`src/logic/rtc_flag_map.svh`:
```
`ifndef RTC_FLAG_MAP_SVH
`define RTC_FLAG_MAP_SVH
// ****************************************************************
// Register offsets
// ****************************************************************
`define RFC_ADDR_W          4
`define RFC_OFF_CTRL1       4'h0
`define RFC_OFF_IRQ_STAT    4'h4
`define RFC_OFF_IRQ_MASK    4'h8
// ****************************************************************
// Field positions and reset values
// ****************************************************************
`define RFC_BIT_CF          7
`define RFC_BIT_CIE         4
`define RFC_BIT_AIE         3
`define RFC_BIT_AF          0
`define RFC_STAT_CARRY      0
`define RFC_STAT_ALARM      1
`define RFC_STAT_W          2
`define RFC_CTRL1_RST       8'h00
`define RFC_STAT_RST        2'h0
`define RFC_MASK_RST        2'h0
`define RFC_HTRANS_NONSEQ   2'h2
`define RFC_HSIZE_WORD      3'h2
`endif

```
`src/logic/rtc_flag_pkg.sv`:
```
package rtc_flag_pkg;
  // ****************************************************************
  // Carrier types
  // ****************************************************************
  typedef struct packed {
    logic carry_flag;
    logic carry_irq_enable;
    logic alarm_irq_enable;
    logic alarm_flag;
  } flag_ctrl_t;

  typedef struct packed {
    logic       sel;
    logic       wr;
    logic [3:0] addr;
  } ahb_req_t;
endpackage

```
`src/logic/rtc_flag_ctrl.sv`:
```
`timescale 1ns/1ps
`include "rtc_flag_map.svh"
// Summary of operation
// - Counter count-up sets the carry flag.
// - Writing zero clears the carry flag.
// - Writing one sets the carry flag.
// - Resets initialize both enables and alarm flag.
// - Carry flag reset value undefined; software initializes. The code clears it to 0 on reset.
// - Standby leaves every register bit unchanged.
// - Flag control register: eight bits, read/write.
// - Separate interrupt enables for carry and alarm.
module rtc_flag_ctrl
  import rtc_flag_pkg::*;
(
  input  wire logic        sys_clk,      // System clock, 50 MHz.
  input  wire logic        resetn,       // Power-on or manual reset, low.
  input  wire logic        standby,      // Standby mode indication.
  input  wire logic        subsec_tick,  // Sub-second counter count-up pulse.
  input  wire logic        sec_tick,     // Seconds counter count-up pulse.
  input  wire logic        alarm_hit,    // Alarm match pulse.
  input  wire logic        hsel,         // AHB slave select.
  input  wire logic [31:0] haddr,        // AHB address.
  input  wire logic [1:0]  htrans,       // AHB transfer type.
  input  wire logic        hwrite,       // AHB write.
  input  wire logic [2:0]  hsize,        // AHB size.
  input  wire logic [31:0] hwdata,       // AHB write data.
  input  wire logic        hready,       // AHB bus ready.
  output logic      [31:0] hrdata,       // AHB read data.
  output logic             hreadyout,    // AHB slave ready.
  output logic             hresp,        // AHB response, always OKAY.
  output logic             carry_irq,    // Carry interrupt request.
  output logic             alarm_irq,    // Alarm interrupt request.
  output logic             irq           // Combined masked interrupt.
);

  // ****************************************************************
  // Register state
  // ****************************************************************
  flag_ctrl_t                   ctrl_r;
  flag_ctrl_t                   ctrl_nxt;
  logic [`RFC_STAT_W-1:0]       stat_r;
  logic [`RFC_STAT_W-1:0]       stat_nxt;
  logic [`RFC_STAT_W-1:0]       mask_r;
  logic [`RFC_STAT_W-1:0]       mask_nxt;
  ahb_req_t                     req_r;
  logic [31:0]                  rdata_nxt;

  // Address phase capture; only whole-word transfers are decoded.
  wire        addr_take = hsel & hready & (htrans == `RFC_HTRANS_NONSEQ);
  wire [3:0]  addr_low  = haddr[`RFC_ADDR_W-1:0];
  wire        do_wr     = req_r.sel & req_r.wr;
  wire        wr_ctrl   = do_wr & (req_r.addr == `RFC_OFF_CTRL1);
  wire        wr_stat   = do_wr & (req_r.addr == `RFC_OFF_IRQ_STAT);
  wire        wr_mask   = do_wr & (req_r.addr == `RFC_OFF_IRQ_MASK);
  wire        count_up  = subsec_tick | sec_tick;
  wire [7:0]  wbyte     = hwdata[7:0];

  // Packs the control register into its byte layout.
  function automatic logic [7:0] pack_ctrl(input flag_ctrl_t c);
    logic [7:0] v;
    v = 8'h00;
    v[`RFC_BIT_CF]  = c.carry_flag;
    v[`RFC_BIT_CIE] = c.carry_irq_enable;
    v[`RFC_BIT_AIE] = c.alarm_irq_enable;
    v[`RFC_BIT_AF]  = c.alarm_flag;
    return v;
  endfunction

  // Control register update. Standby has no effect on it at all, so the
  // standby input is deliberately not used here. A count-up beats a write
  // of zero to the carry flag so no carry is ever lost.
  always_comb begin
    ctrl_nxt = ctrl_r;
    if (wr_ctrl) begin
      ctrl_nxt.carry_flag       = wbyte[`RFC_BIT_CF];
      ctrl_nxt.carry_irq_enable = wbyte[`RFC_BIT_CIE];
      ctrl_nxt.alarm_irq_enable = wbyte[`RFC_BIT_AIE];
      ctrl_nxt.alarm_flag       = wbyte[`RFC_BIT_AF];
    end
    if (count_up) begin
      ctrl_nxt.carry_flag = 1'b1;
    end
    if (alarm_hit) begin
      ctrl_nxt.alarm_flag = 1'b1;
    end
  end

  // Sticky status: write one to clear, a new event wins over the clear.
  always_comb begin
    stat_nxt = stat_r;
    if (wr_stat) begin
      stat_nxt = stat_r & ~hwdata[`RFC_STAT_W-1:0];
    end
    if (count_up) begin
      stat_nxt[`RFC_STAT_CARRY] = 1'b1;
    end
    if (alarm_hit) begin
      stat_nxt[`RFC_STAT_ALARM] = 1'b1;
    end
    mask_nxt = wr_mask ? hwdata[`RFC_STAT_W-1:0] : mask_r;
  end

  // Read mux; unmapped offsets read zero.
  always_comb begin
    rdata_nxt = 32'h0000_0000;
    if (addr_take && !hwrite && (hsize == `RFC_HSIZE_WORD)) begin
      case (addr_low)
        `RFC_OFF_CTRL1:    rdata_nxt = {24'h00_0000, pack_ctrl(ctrl_nxt)};
        `RFC_OFF_IRQ_STAT: rdata_nxt = {30'h0000_0000, stat_nxt};
        `RFC_OFF_IRQ_MASK: rdata_nxt = {30'h0000_0000, mask_nxt};
        default:           rdata_nxt = 32'h0000_0000;
      endcase
    end
  end

  // ****************************************************************
  // Flip-flops
  // ****************************************************************
  // The carry flag has no defined reset value in the field; it is still
  // cleared here so simulation is clean, and software must set it up.
  always_ff @(posedge sys_clk or negedge resetn) begin
    if (!resetn) begin
      ctrl_r <= flag_ctrl_t'(4'h0);
      stat_r <= `RFC_STAT_RST;
      mask_r <= `RFC_MASK_RST;
      req_r  <= '0;
      hrdata <= 32'h0000_0000;
    end else begin
      ctrl_r     <= ctrl_nxt;
      stat_r     <= stat_nxt;
      mask_r     <= mask_nxt;
      req_r.sel  <= addr_take & (hsize == `RFC_HSIZE_WORD);
      req_r.wr   <= hwrite;
      req_r.addr <= addr_low;
      hrdata     <= rdata_nxt;
    end
  end

  // Interrupt outputs, registered from the next-state values so they change on the same edge as the flag.
  always_ff @(posedge sys_clk or negedge resetn) begin
    if (!resetn) begin
      carry_irq <= 1'b0;
      alarm_irq <= 1'b0;
      irq       <= 1'b0;
      hreadyout <= 1'b1;
      hresp     <= 1'b0;
    end else begin
      carry_irq <= ctrl_nxt.carry_flag & ctrl_nxt.carry_irq_enable;
      alarm_irq <= ctrl_nxt.alarm_flag & ctrl_nxt.alarm_irq_enable;
      irq       <= |(stat_nxt & mask_nxt);
      hreadyout <= 1'b1;
      hresp     <= 1'b0;
    end
  end

endmodule // rtc_flag_ctrl

```
`config.mk`:
```
export PLATFORM = sky130hd
export DESIGN_NAME = rtc_flag_ctrl
export DESIGN_NICKNAME = d
export VERILOG_FILES = /design/src/logic/rtc_flag_pkg.sv /design/src/logic/rtc_flag_ctrl.sv
export VERILOG_INCLUDE_DIRS = /design/src /design/src/logic
export SDC_FILE = /design/constraint.sdc
export NUM_CORES = 1
export LEC_CHECK = 0
export BUFFER_PORTS_ARGS = -buffer_cell sky130_fd_sc_hd__buf_2
export CAP_MARGIN = 20
export CORE_ASPECT_RATIO = 0.8
export CORE_MARGIN = 2
export CORE_UTILIZATION = 36
export CTS_BUF_LIST = sky130_fd_sc_hd__clkbuf_4 sky130_fd_sc_hd__clkbuf_8
export DETAILED_ROUTE_END_ITERATION = 12
export PLACE_DENSITY_LB_ADDON = 0.12
export SKIP_CTS_REPAIR_TIMING = 1
export SYNTH_ARGS = -nofsm -noshare
export SYNTH_HDL_FRONTEND = slang
export SYNTH_SLANG_ARGS = --single-unit
```
`constraint.sdc`:
```
create_clock -name sys_clk -period 2.12 [get_ports sys_clk]
set_input_delay 0.424 -clock sys_clk [delete_from_list [all_inputs] [get_ports sys_clk]]
set_output_delay 0.424 -clock sys_clk [all_outputs]
set_load 0.01 [all_outputs]
```
==> summary.txt <==
STA
  • Achievable frequency: 601 MHz
  • Setup_tns: 0 ns
  • Final Max Tran Viols: 0
  • Minimum clock period: 1.66 ns
  • Final WS setup: ~0.46 ns
  • Final Skew: approximately 0.0036 ns
  • Final setup fails: 0
  • RSZ-0062 raised after global routing: false
  • Endpoints failing hold: 0
  • Hold WS: about 0.11 ns
  • Tcrit/Tclk final: 0.784

Global route
  • Initial antenna violation count: 0
  • Vias in the first global route: 666
  • Remaining global-route overflow: 0
  • GRT Util Overall: 0.118
  • Pin count of the biggest net entering global routing: 23
  • Global-route wire length before repair: between 2000 and 3000 um

Route
  • Post-DR wirelength/cell: ~11 um
  • DRC errors left: 0
  • Starting DRT DRC Count: 35
  • Total Wirelength: 1880 um
  • Metal3 WL: 223 um
  • DRT Pass-1 Iters: 4
  • Post-route antenna net violation count: 0
  • Top routing layer in use: met4
  • M1 WL: roughly 850 um
  • Vias: ~770
  • Met2 WL: about 770 um
  • Vias per inst: 4.37

Critical path
  • WS Path Type: flop to flop
  • Crit. End Element: flop
  • CP Launch Type: flop
  • CP Max Fanout: 6
  • Crit path required time: 2.27 ns
  • R2r setup slk: roughly 0.46 ns
  • CP arrival: 1.81 ns

Clocking
  • CTS Buf Count: 3
  • H-tree depth: 1
  • Insertion delay to the later sink of the worst-skew pair: between 0.2 and 0.3 ns
  • Root Buffer: clkbuf_8
  • Clock Sink Count: 22
  • CTS Buffer Depth: 2
  • CTS tree: done
  • Clk pin slew, worst setup/hold paths: approximately 0.080 ns

Status
  • Status: finished clean

Yosys
  • Asr flop ratio synth: 1.00
  • Most common cell in the synthesized netlist: buf_4
  • Synth cell count leaders: 29 x buf_4, 22 x dfrtp_1, 6 x nand2_1, 6 x nor2_1, 4 x inv_1
  • Synth area leaders: dfrtp_1 49%, buf_4 20%, nand4bb_4 2.5%, nand2_1 2.0%, nor2_1 2.0%
  • Main synth FF type: dfrtp_1
  • Avg Inst Size Synth: ~11 um^2
  • Yosys reg bits: 22
  • Yosys cell types: 29
  • Synth top area share: 0.495
  • Sequential area share after synthesis: 0.495
  • Yosys warns: 0
  • Mapped cell area: between 0.001 and 0.0015 mm^2
  • Post-synth EDFFs: 0
  • Synth Instances: ~100
  • Synth area leader: dfrtp_1

Cells and area
  • Footprint of the multi-input gates: between 400 and 500 um^2
  • # fillers: approximately 330
  • Share of cells above drive strength 1: 0.289
  • Layout area overhead: 12.7%
  • Seq. cell area: 551 um^2
  • Fin nets: 214
  • ANT cells: 0

Placement
  • Dpl ws: approximately 0.25 ns
  • DP HPWL: 1540 um
  • Input/output buffers: 29
  • Placer Congestion: just under 0.8

Pwr
  • Logic pwr share: 0.093
  • Sw frac: 0.231
  • Leak Pwr: slightly above 0.6 nW
  • Peak supply drop: 0.384 mV
  • Switching power: between 0.00015 and 0.0002 W
  • Total power: ~0.00080 W
  • Internal Pwr Total: about 0.00062 W
  • Seq pwr share: 0.540
  • Clock power share: 0.367
  • Pwr per Cell Area: roughly 640 mW/mm^2

Min path
  • Worst min path class: input pin to asynchronous set/reset pin

Die
  • Starting Density: 0.369
  • Die width: 66.1 um
  • Num rows: 18
  • # IOs: roughly 120
  • Die area: 0.00355 mm^2
  • Core box area: between 0.003 and 0.004 mm^2
  • Height of the chip: between 50 and 60 um

Job
  • Max-cap violations: 0
## registers in the layout (all words and copies together) (netlist names)
name,flops
irq,1
alarm_irq,1
ctrl_r,4
stat_r,2
mask_r,2
hrdata,5
req_r,6
carry_irq,1
## kinds of logic after synthesis
group / synth area share
buf+inv: 0.209
simple gates: 0.172
flops: 0.495
compound gates: 0.0990
mux: 0.0180
other cells: 0.00675
## final cells by class
class                      instances  area share
sequential                        22       0.439
clock buffer                       4      0.0439
timing repair buffer              30       0.122
tap                               40      0.0399
inverter                           4      0.0120
multi-input combinational         75       0.343
## final timing paths
path                            startpoint   endpoint  cells after the start
worst max-delay path              req_r[0]        irq                      4
min in group sys_clk              haddr[0]   req_r[0]                      1
worst max register to register    req_r[0]        irq                      4
max in group asynchronous           resetn  hrdata[4]                      1
worst min-delay path                resetn        irq                      1
worst min register to register   ctrl_r[2]  ctrl_r[2]                      2
## routing by layer
metal  up-vias  GRT usage
met5         -          0
met4         0     0.0510
met3         2     0.0502
met2        53      0.173
met1       356      0.152
li1        354          -
## cell usage in the layout (no fill, tap or decap), drive strengths merged, types with 2 or more instances in the layout
master,count
or3,3
nor3,2
a21oi,2
clkbuf,4
inv,4
nand4bb,2
o21ai,3
nand3,2
conb,29
nand2,6
dfrtp,22
mux2i,2
nor2,6
buf,30
a211o,2
nor2b,3
o31a,2
## per-stage QoR
step	util	std cells	cell area [um^2]
3_3_place_gp	0.397	171	1200
2_1_floorplan	-	130	1210
4_1_cts	0.415	175	1250
5_1_grt	0.415	175	1250
6_report	0.415	175	1250
3_5_place_dp	0.397	171	1200
## power by group through the flow
stage / registers, W / clock network [W] / logic, W
3_3_place_gp: 0.000441 / 0 / 0.0000736
6_report: 0.000433 / 0.000294 / 0.0000747
5_1_grt: 0.000434 / 0.000324 / 0.0000861
2_1_floorplan: 0.000440 / 0 / 0.0000774
3_5_place_dp: 0.000441 / 0 / 0.0000747
4_1_cts: 0.000433 / 0.000304 / 0.0000750
## critical path: stages, from the launching register on
cell and delay, ns:
dfrtp_1 0.38, nand4bb_4 0.27, o31a_1 0.31, or3_1 0.35, a22o_1 0.25
No activity file was read; power rests on OpenSTA's default activity.
